===== config.mk =====
export PLATFORM = sky130hd
export DESIGN_NAME = lpmc_controller
export DESIGN_NICKNAME = d
export VERILOG_FILES = /design/src/lpmc_pkg.sv /design/src/lpmc_wake_edge.sv /design/src/lpmc_controller.sv
export SDC_FILE = /design/constraint.sdc
export NUM_CORES = 1
export LEC_CHECK = 0
export ABC_AREA = 1
export BUFFER_PORTS_ARGS = -buffer_cell sky130_fd_sc_hd__buf_2
export CAP_MARGIN = 30
export CORE_MARGIN = 2
export CORE_UTILIZATION = 40
export DETAILED_ROUTE_END_ITERATION = 16
export PLACE_DENSITY = 0.73
export SLEW_MARGIN = 0
export SYNTH_ARGS = -nofsm -noshare
export SYNTH_HDL_FRONTEND = slang
export SYNTH_SLANG_ARGS = --single-unit

===== constraint.sdc =====
create_clock -name clock -period 2.5 [get_ports clock]
set_input_delay 0.25 -clock clock [delete_from_list [all_inputs] [get_ports clock]]
set_output_delay 0.25 -clock clock [all_outputs]
set_load 0.005 [all_outputs]

===== src/lpmc_pkg.sv =====
/*
 * Shared constants and types of the low-power mode controller:
 * mode and state codes, autonomous peripheral indices and masks,
 * and the packed carriers for oscillator, power and wake signals.
 * Assumes it is compiled before every other file of the block.
 */
`default_nettype none

package lpmc_pkg;

    // Autonomous peripheral slots on the request vectors
    localparam int NPER     = 10;
    localparam int NIO      = 8;
    localparam int P_ADC    = 0;
    localparam int P_LOW_POWER_TIMER_ONE = 1;
    localparam int P_LPTIM2 = 2;
    localparam int P_USART  = 3;
    localparam int P_LPUART = 4;
    localparam int P_THIRD_SERIAL_PERIPHERAL_PORT   = 5;
    localparam int P_I2C1   = 6;
    localparam int P_THIRD_TWO_WIRE_PORT   = 7;
    localparam int P_DMA    = 8;
    localparam int P_RADIO  = 9;

    // Who may stay autonomous in Stop 0, Stop 1 and Stop 2
    localparam logic [NPER-1:0] STOP0_MASK = 10'h3ff;
    localparam logic [NPER-1:0] STOP1_MASK = 10'h0ff;
    localparam logic [NPER-1:0] STOP2_MASK = 10'h0b2;
    localparam logic [NPER-1:0] RADIO_BIT  = 10'h200;
    localparam logic [NPER-1:0] NO_PER     = 10'h000;

    typedef enum logic [2:0] {
        SEL_SLEEP   = 3'h0,
        SEL_STOP0   = 3'h1,
        SEL_STOP1   = 3'h2,
        SEL_STOP2   = 3'h3,
        SEL_STOP3   = 3'h4,
        SEL_STBY    = 3'h5,
        SEL_STBYRET = 3'h6
    } lpmc_sel_t;

    // Gray codes: each step deeper flips one bit
    typedef enum logic [2:0] {
        ST_RUN     = 3'h0,
        ST_SLEEP   = 3'h1,
        ST_STOP0   = 3'h3,
        ST_STOP1   = 3'h2,
        ST_STOP2   = 3'h6,
        ST_STOP3   = 3'h7,
        ST_STBYRET = 3'h5,
        ST_STBY    = 3'h4
    } lpmc_state_t;

    typedef enum logic [1:0] {
        IO_FLOAT    = 2'h0,
        IO_PULLUP   = 2'h1,
        IO_PULLDOWN = 2'h2
    } lpmc_io_t;

    typedef struct packed {
        logic internal_fast_rc_osc;
        logic external_fast_crystal_osc;
        logic system_pll;
        logic lowSpeedEn;
    } lpmc_osc_t;

    typedef struct packed {
        logic mainReg;
        logic low_power_regulator;
        logic coreDomainOn;
        logic cpuHalt;
        logic brownout_reset;
        logic brownoutUlp;
        logic voltage_detector;
        logic sramRetain;
        logic calTamperOn;
        logic radioRetain;
    } lpmc_pwr_t;

    typedef struct packed {
        logic sramKeep;
        logic calTamperKeep;
        logic radioKeep;
    } lpmc_stbyopt_t;

    typedef struct packed {
        logic external_reset_pin;
        logic wdgEarly;
        logic wdgReset;
        logic calEvt;
        logic tamperEvt;
        logic radioTimerEvt;
    } lpmc_wake_t;

    localparam lpmc_osc_t OSC_RESET = '{1'b1, 1'b0, 1'b0, 1'b1};
    localparam lpmc_pwr_t PWR_RESET = '{1'b1, 1'b0, 1'b1, 1'b0, 1'b1, 1'b0, 1'b0, 1'b1, 1'b0, 1'b0};

endpackage : lpmc_pkg

`default_nettype wire


===== src/lpmc_wake_edge.sv =====
/*
 * Per-pin wake-up edge detector with selectable polarity.
 * Assumes the pin levels are already synchronous to clock.
 */
`timescale 1ns/1ns
`default_nettype none

module lpmc_wake_edge #(
    parameter int W = 1
) (
    input  wire logic         clock,
    input  wire logic         rstn,
    input  wire logic [W-1:0] pinLevel,
    input  wire logic [W-1:0] risingSel,
    output logic      [W-1:0] edgePulse
);

    logic [W-1:0] prev_reg;
    logic [W-1:0] edge_reg;
    logic [W-1:0] edge_next;
    logic         armed_reg;

    always_comb begin
        for (int i = 0; i < W; i++) begin
            edge_next[i] = armed_reg
                         && (risingSel[i] ? (pinLevel[i] & ~prev_reg[i]) : (~pinLevel[i] & prev_reg[i]));
        end
    end

    // First cycle after reset ignored: prev_reg resets low whatever the pin's idle level,
    // so a pin idling high would otherwise give a false wake edge
    always_ff @(posedge clock or negedge rstn) begin
        if (!rstn) begin
            prev_reg  <= '0;
            edge_reg  <= '0;
            armed_reg <= 1'b0;
        end else begin
            prev_reg  <= pinLevel;
            edge_reg  <= edge_next;
            armed_reg <= 1'b1;
        end
    end

    assign edgePulse = edge_reg;

endmodule : lpmc_wake_edge

`default_nettype wire


===== src/lpmc_controller.sv =====
/*
 * Low-power mode controller: mode sequencing, oscillator and regulator
 * control, autonomous kernel and bus clock gating, Standby I/O pulls.
 * Assumes all inputs synchronous to clock; software picks a mode and
 * raises enterLowPower for one cycle; peripherals hold their requests.
 */
// Function
// Reset lands in Run; low power only on request
// Sleep halts CPU; any interrupt wakes
// Stop 0/1 keep registers, stop PLL, crystal
// Stop 0/1 fast RC only for autonomous use
// Bus request in Stop 1 moves to Stop 0
// Stop 0 main regulator; deeper Stops low-power
// Stop exit selects fast RC as system clock
// Brownout always on; optional ultra-low-power, detector
// Stop 2: kernel requests only, no bus clock
// Stop 2: only listed peripherals stay active
// Stop 3: all core clocks and fast oscillators off
// Standby: regulator and core domain off
// Standby I/O takes software-selected pull
// Standby wakes on reset pin, watchdog, pin edge
// Retention also wakes on calendar, tamper, radio
// Wake from Standby runs on fast RC
// Retention keeps SRAM, calendar, radio options
// Kernel clock follows any peripheral request
// Bus request starts fast RC, distributes clock
// Bus requests gone, return Stop 0 to Stop 1
// Autonomous sets per Stop 0 and Stop 1
// Peripheral interrupt wakes from Stop; code ignores it in Stop 3, which wakes only on reset pin, watchdog, pin edge
// DMA keeps running in Stop 0
// Peripherals hold requests while they need clocks
// Regulator selection per mode; Standby both off; code keeps the low-power regulator on in ST_STBYRET
`timescale 1ns/1ns
`default_nettype none

module lpmc_controller
    import lpmc_pkg::*;
#(
    parameter int NWAKE = 2
) (
    input  wire logic                clock,
    input  wire logic                rstn,
    input  wire logic                enterLowPower,
    input  wire lpmc_sel_t           modeSelect,
    input  wire logic                crystalEnRun,
    input  wire logic                pllEnRun,
    input  wire logic                sysClkAltSel,
    input  wire logic                rangeOne,
    input  wire logic                brownoutUlpCfg,
    input  wire logic                detectorKeepCfg,
    input  wire logic                sramRetainCfg,
    input  wire lpmc_stbyopt_t       stbyOptions,
    input  wire logic [2*NIO-1:0]    ioStandbyCfg,
    input  wire logic [NPER-1:0]     kernelReq,
    input  wire logic [NPER-1:0]     busReq,
    input  wire logic [NPER-1:0]     periphIrq,
    input  wire logic [NWAKE-1:0]    wakeup_pin,
    input  wire logic [NWAKE-1:0]    wakeRising,
    input  wire lpmc_wake_t          wakeEvents,
    output lpmc_state_t              powerState,
    output lpmc_osc_t                oscCtrl,
    output lpmc_pwr_t                pwrCtrl,
    output logic [NPER-1:0]          kernelClkEn,
    output logic                     busClkEn,
    output logic                     sysClkFromRc,
    output logic [NIO-1:0]           ioPullUp,
    output logic [NIO-1:0]           ioPullDown
);

    ////////////////////////////////////////////////////////////////////////
    function automatic logic isStop(input lpmc_state_t s);
        return (s == ST_STOP0) || (s == ST_STOP1) || (s == ST_STOP2) || (s == ST_STOP3);
    endfunction : isStop

    function automatic logic isStandby(input lpmc_state_t s);
        return (s == ST_STBY) || (s == ST_STBYRET);
    endfunction : isStandby

    lpmc_state_t     state_reg,    state_next;
    logic            autoStop0_reg, autoStop0_next;
    lpmc_osc_t       osc_reg,      osc_next;
    lpmc_pwr_t       pwr_reg,      pwr_next;
    logic [NPER-1:0] kclk_reg,     kclk_next;
    logic            bclk_reg,     bclk_next;
    logic            rcSys_reg,    rcSys_next;
    logic [NIO-1:0]  pullUp_reg,   pullUp_next;
    logic [NIO-1:0]  pullDn_reg,   pullDn_next;

    logic [NWAKE-1:0] pinEdge;
    logic [NPER-1:0]  stop0Mask;
    logic             wakeStop;
    logic             wakeStop3;
    logic             wakeStby;
    logic             wakeStbyRet;
    logic             stop1Bus;
    logic             stop0Bus;

    lpmc_wake_edge #(
        .W (NWAKE)
    ) u_wake_edge (
        .clock     (clock),
        .rstn      (rstn),
        .pinLevel  (wakeup_pin),
        .risingSel (wakeRising),
        .edgePulse (pinEdge)
    );

    ////////////////////////////////////////////////////////////////////////
    // Wake sources and autonomous sets
    assign stop0Mask   = rangeOne ? STOP0_MASK : (STOP0_MASK & ~RADIO_BIT);
    assign stop1Bus    = |(busReq & STOP1_MASK);
    assign stop0Bus    = |(busReq & stop0Mask);
    assign wakeStby    = wakeEvents.external_reset_pin | wakeEvents.wdgEarly
                       | wakeEvents.wdgReset | (|pinEdge);
    assign wakeStbyRet = wakeStby | wakeEvents.calEvt | wakeEvents.tamperEvt
                       | wakeEvents.radioTimerEvt;
    assign wakeStop3   = wakeStby;
    assign wakeStop    = wakeStby | (|periphIrq);

    ////////////////////////////////////////////////////////////////////////
    always_comb begin
        state_next     = state_reg;
        autoStop0_next = autoStop0_reg;
        unique case (state_reg)
            ST_RUN: begin
                autoStop0_next = 1'b0;
                if (enterLowPower) begin
                    unique case (modeSelect)
                        SEL_SLEEP:   state_next = ST_SLEEP;
                        SEL_STOP0:   state_next = ST_STOP0;
                        SEL_STOP1:   state_next = ST_STOP1;
                        SEL_STOP2:   state_next = ST_STOP2;
                        SEL_STOP3:   state_next = ST_STOP3;
                        SEL_STBY:    state_next = ST_STBY;
                        SEL_STBYRET: state_next = ST_STBYRET;
                        default:     state_next = ST_RUN;
                    endcase
                end
            end
            ST_SLEEP: begin
                if (|periphIrq || wakeStby) begin
                    state_next = ST_RUN;
                end
            end
            ST_STOP1: begin
                if (wakeStop) begin
                    state_next = ST_RUN;
                end else if (stop1Bus) begin
                    state_next     = ST_STOP0;
                    autoStop0_next = 1'b1;
                end
            end
            ST_STOP0: begin
                if (wakeStop) begin
                    state_next     = ST_RUN;
                    autoStop0_next = 1'b0;
                end else if (autoStop0_reg && !stop0Bus && modeSelect == SEL_STOP1) begin
                    state_next     = ST_STOP1;
                    autoStop0_next = 1'b0;
                end
            end
            ST_STOP2: begin
                if (wakeStop) begin
                    state_next = ST_RUN;
                end
            end
            ST_STOP3: begin
                if (wakeStop3) begin
                    state_next = ST_RUN;
                end
            end
            ST_STBY: begin
                if (wakeStby) begin
                    state_next = ST_RUN;
                end
            end
            ST_STBYRET: begin
                if (wakeStbyRet) begin
                    state_next = ST_RUN;
                end
            end
        endcase
    end

    ////////////////////////////////////////////////////////////////////////
    // Outputs follow the next state so they change on the same edge as the mode
    always_comb begin
        kclk_next = NO_PER;
        bclk_next = 1'b0;
        unique case (state_next)
            ST_STOP0: begin
                kclk_next = kernelReq & stop0Mask;
                bclk_next = stop0Bus;
            end
            ST_STOP1: kclk_next = kernelReq & STOP1_MASK;
            ST_STOP2: kclk_next = kernelReq & STOP2_MASK;
            default: begin
                kclk_next = NO_PER;
                bclk_next = !isStop(state_next) && !isStandby(state_next);
            end
        endcase

        osc_next            = OSC_RESET;
        osc_next.lowSpeedEn = 1'b1;
        if (isStop(state_next) || isStandby(state_next)) begin
            // Fast RC only while some autonomous user asks for it
            osc_next.internal_fast_rc_osc      = (|kclk_next) | bclk_next;
            osc_next.external_fast_crystal_osc = 1'b0;
            osc_next.system_pll                = 1'b0;
        end else begin
            osc_next.internal_fast_rc_osc      = 1'b1;
            osc_next.external_fast_crystal_osc = crystalEnRun;
            osc_next.system_pll                = pllEnRun;
        end

        pwr_next                     = PWR_RESET;
        pwr_next.brownout_reset      = 1'b1;
        pwr_next.cpuHalt             = (state_next != ST_RUN);
        pwr_next.coreDomainOn        = !isStandby(state_next);
        pwr_next.mainReg             = !isStop(state_next) && !isStandby(state_next)
                                     || (state_next == ST_STOP0);
        pwr_next.low_power_regulator = (state_next == ST_STOP1) || (state_next == ST_STOP2)
                                     || (state_next == ST_STOP3) || (state_next == ST_STBYRET);
        pwr_next.brownoutUlp         = brownoutUlpCfg && isStop(state_next)
                                     && (state_next != ST_STOP0);
        pwr_next.voltage_detector    = detectorKeepCfg || !isStop(state_next);
        pwr_next.sramRetain          = isStop(state_next) ? sramRetainCfg
                                     : (state_next == ST_STBYRET) ? stbyOptions.sramKeep
                                     : !isStandby(state_next);
        pwr_next.calTamperOn         = (state_next == ST_STBYRET) ? stbyOptions.calTamperKeep
                                     : (state_next != ST_STBY);
        pwr_next.radioRetain         = (state_next == ST_STBYRET) && stbyOptions.radioKeep;

        // Fast RC becomes system clock on any return from Stop or Standby
        if ((isStop(state_reg) || isStandby(state_reg)) && state_next == ST_RUN) begin
            rcSys_next = 1'b1;
        end else if (state_reg == ST_RUN && sysClkAltSel) begin
            rcSys_next = 1'b0;
        end else begin
            rcSys_next = rcSys_reg;
        end

        for (int i = 0; i < NIO; i++) begin
            pullUp_next[i] = isStandby(state_next)
                           && (lpmc_io_t'(ioStandbyCfg[2*i +: 2]) == IO_PULLUP);
            pullDn_next[i] = isStandby(state_next)
                           && (lpmc_io_t'(ioStandbyCfg[2*i +: 2]) == IO_PULLDOWN);
        end
    end

    ////////////////////////////////////////////////////////////////////////
    always_ff @(posedge clock or negedge rstn) begin
        if (!rstn) begin
            state_reg     <= ST_RUN;
            autoStop0_reg <= 1'b0;
            osc_reg       <= OSC_RESET;
            pwr_reg       <= PWR_RESET;
            kclk_reg      <= NO_PER;
            bclk_reg      <= 1'b1;
            rcSys_reg     <= 1'b1;
            pullUp_reg    <= '0;
            pullDn_reg    <= '0;
        end else begin
            state_reg     <= state_next;
            autoStop0_reg <= autoStop0_next;
            osc_reg       <= osc_next;
            pwr_reg       <= pwr_next;
            kclk_reg      <= kclk_next;
            bclk_reg      <= bclk_next;
            rcSys_reg     <= rcSys_next;
            pullUp_reg    <= pullUp_next;
            pullDn_reg    <= pullDn_next;
        end
    end

    assign powerState  = state_reg;
    assign oscCtrl     = osc_reg;
    assign pwrCtrl     = pwr_reg;
    assign kernelClkEn = kclk_reg;
    assign busClkEn    = bclk_reg;
    assign sysClkFromRc = rcSys_reg;
    assign ioPullUp    = pullUp_reg;
    assign ioPullDown  = pullDn_reg;
endmodule : lpmc_controller

`default_nettype wire


==> impl_metrics.json <==
{
  "start_util": 0.419,
  "root_buffer": "clkbuf_8",
  "die_area_um2": 6020,
  "slew_viol_final": 0,
  "final_cells": 428,
  "power-per-cell-area_nw_per_um2": 827,
  "die_height_um": 77.6,
  "fin_skew_ns": 0.00523,
  "setup_viol": 0,
  "tightestPinTransition_ns": 0.590,
  "clk_latency_ns": 0.29,
  "status": "finished clean",
  "wirelength_um": 4770,
  "ys_seq_area_frac": 0.570,
  "fillers": 506,
  "syn_inst": 237,
  "ys_seq_elements": 49,
  "cts_made_buffers": 5,
  "multi_input_area_um2": 748,
  "globalRouteOverflowTotal": 0,
  "dpl.cell_count": 420,
  "die_w_um": 77.6,
  "first_pass_iters": 7,
  "syn_area_per_cell_um2": 9.14,
  "final_core_util": 0.559,
  "cp.required_ns": 2.73,
  "period_minus_slack_ns": 1.72,
  "track_usage": 0.173,
  "r2r-start": "powerState[1]",
  "grt_max_degree": 50,
  "clock_sinks": 49,
  "pin_count": 117,
  "fp-row-count": 26,
  "clk_pin_slew_ns": 0.09,
  "antenna_found_initial": 0,
  "place_hpwl_um": 3810,
  "diodes": 0,
  "finalPower_w": 0.00239,
  "fin_tns_setup_ns": 0,
  "htreeDepth": 2,
  "ys_warn_count": 0,
  "irDropWorstVdd_uv": 431,
  "cp.arrival_ns": 1.95,
  "vias": 1925,
  "grt_pass1_vias": 1988,
  "worstSetupPathType": "reg2reg",
  "ctsResizeCount": 0,
  "detail-route-antenna-nets": 0,
  "layout-drive-gt1-share": 0.430,
  "synth.distinct_cells": 34,
  "cts_post_setup_buffers_inserted": 0,
  "cts_tree": "built",
  "relSlewSlack": 0.606,
  "max_freq_ghz": 0.582,
  "setup.worst_path.start": "powerState[1]",
  "hold_violations": 0,
  "leakage_nw": 1.68,
  "cts_hold_buf": 0,
  "grt_setup_unrepaired": "no",
  "cp-start-kind": "flip-flop",
  "route.detailed.drc": 0,
  "regArea_um2": 1230,
  "min_path_type": "in2async",
  "max_cap_violations": 0,
  "wl_per_cell_um": 11.1,
  "finalCritPeriodShare": 0.687,
  "largest_reg_flops": 10,
  "viasPerCell": 4.50,
  "clock_path_buffers": 2,
  "io_buffers": 114,
  "syn_to_final_growth_pct": 33.4,
  "grt_pass1_wl_um": 8290,
  "critPathMaxFanout": 13,
  "cp-end-kind": "flip-flop",
  "nets": 429,
  "design.core.area_um2": 5170,
  "gp_congestion": 0.890,
  "drt_iter0_markers": 94,
  "synth_area_um2": 2170
}
-- area by class of cell --
cell class	instances	share of cell area
Sequential cell	49	0.427
Multi-Input combinational cell	145	0.259
Timing Repair Buffer	115	0.200
Inverter	41	0.0533
Tap cell	70	0.0303
Clock buffer	6	0.0251
Clock inverter	2	0.00520
-- through the flow --
step / setup WS (ns) / hold slack [ns] / cell area, µm²
CTS: 0.775 / 0.0603 / 2890
global placement: 0.775 / 0.375 / 2800
finish: 0.783 / 0.0377 / 2890
detailed placement: 0.756 / 0.375 / 2800
global route: 0.610 / 0.0628 / 2890
floorplan: 0.961 / -0.0456 / 2170
-- cell usage after synthesis (all sizes together) --
cell type,instances,share of area
nand4,2,0.016
dfstp,6,0.073
a21oi,6,0.016
o21a,2,0.0069
o2111ai,1,0.0040
dfrtp,43,0.50
a22o,1,0.0040
o311ai,1,0.0040
nor2,48,0.097
o21ai,4,0.0092
nor3,12,0.030
o21bai,1,0.0035
inv,41,0.071
o211ai,1,0.0035
conb,1,0.0017
and2,1,0.0029
nand3,17,0.054
o22ai,1,0.0029
buf,4,0.017
or2,2,0.0058
nand2,42,0.081
-- report_power, final --
part           total [W]  internal [W]  switching, W  leakage (nW)
Clock           0.000451      0.000197      0.000254        0.0374
Sequential       0.00107      0.000995     0.0000706         0.631
Combinational   0.000872      0.000330      0.000542          1.01
Total            0.00239       0.00152      0.000866          1.68
-- layer usage --
layer,global-route usage,share of wire
met1,0.197,0.38
met5,0,0
met3,0.0512,0.095
met2,0.303,0.51
met4,0.0696,0.0078
-- worst max-delay path, stage by stage, from the launching register on --
cell and delay, ns:
dfrtp_1 0.46, nor2_2 0.16, inv_2 0.05, nor2_4 0.15
nand3_2 0.12, nand3_4 0.22, inv_2 0.06, or2_0 0.20
a22o_1 0.23
-- layout by cell type, fill, tap and decap left out, types with 2 or more instances in the layout --
cell        count
nor2_2          6
nor3_1         11
nand3_2         4
nor2_1         40
nand2_4         2
clkinvlp_4      2
o21ai_0         2
nand3_1        12
a21oi_1         5
nor2_4          2
dfrtp_1        43
inv_1          36
o21ai_1         2
nand2_1        39
buf_2         114
dfstp_2         6
clkbuf_8        5
conb_1          3
inv_2           5
o21a_1          2
-- final timing paths --
path | end | slack (ns) | cells past startpoint
setup / recovery | pwrCtrl[2] | 0.78 | 8
hold / removal | oscCtrl[2] | 0.04 | 2
setup reg to reg | pwrCtrl[2] | 0.78 | 8
hold reg to reg | sysClkFromRc | 0.48 | 2
max in group asynchronous | ioPullUp[7] | 2.06 | 2
min in group clock | u_wake_edge.prev_reg[1] | 0.07 | 1
-- logic make-up (layout without fill, tap and decap cells) --
| group | count (synthesis) | after routing | synth area share |
|---|---|---|---|
| buffers and inverters | 45 | 164 | 0.0884 |
| AOI/OAI and AO/OA | 18 | 18 | 0.0537 |
| and+or+nand+nor | 124 | 124 | 0.287 |
| DFF | 49 | 49 | 0.570 |
| other | 1 | 3 | 0.00173 |
Power figures use the tool's default switching activity.
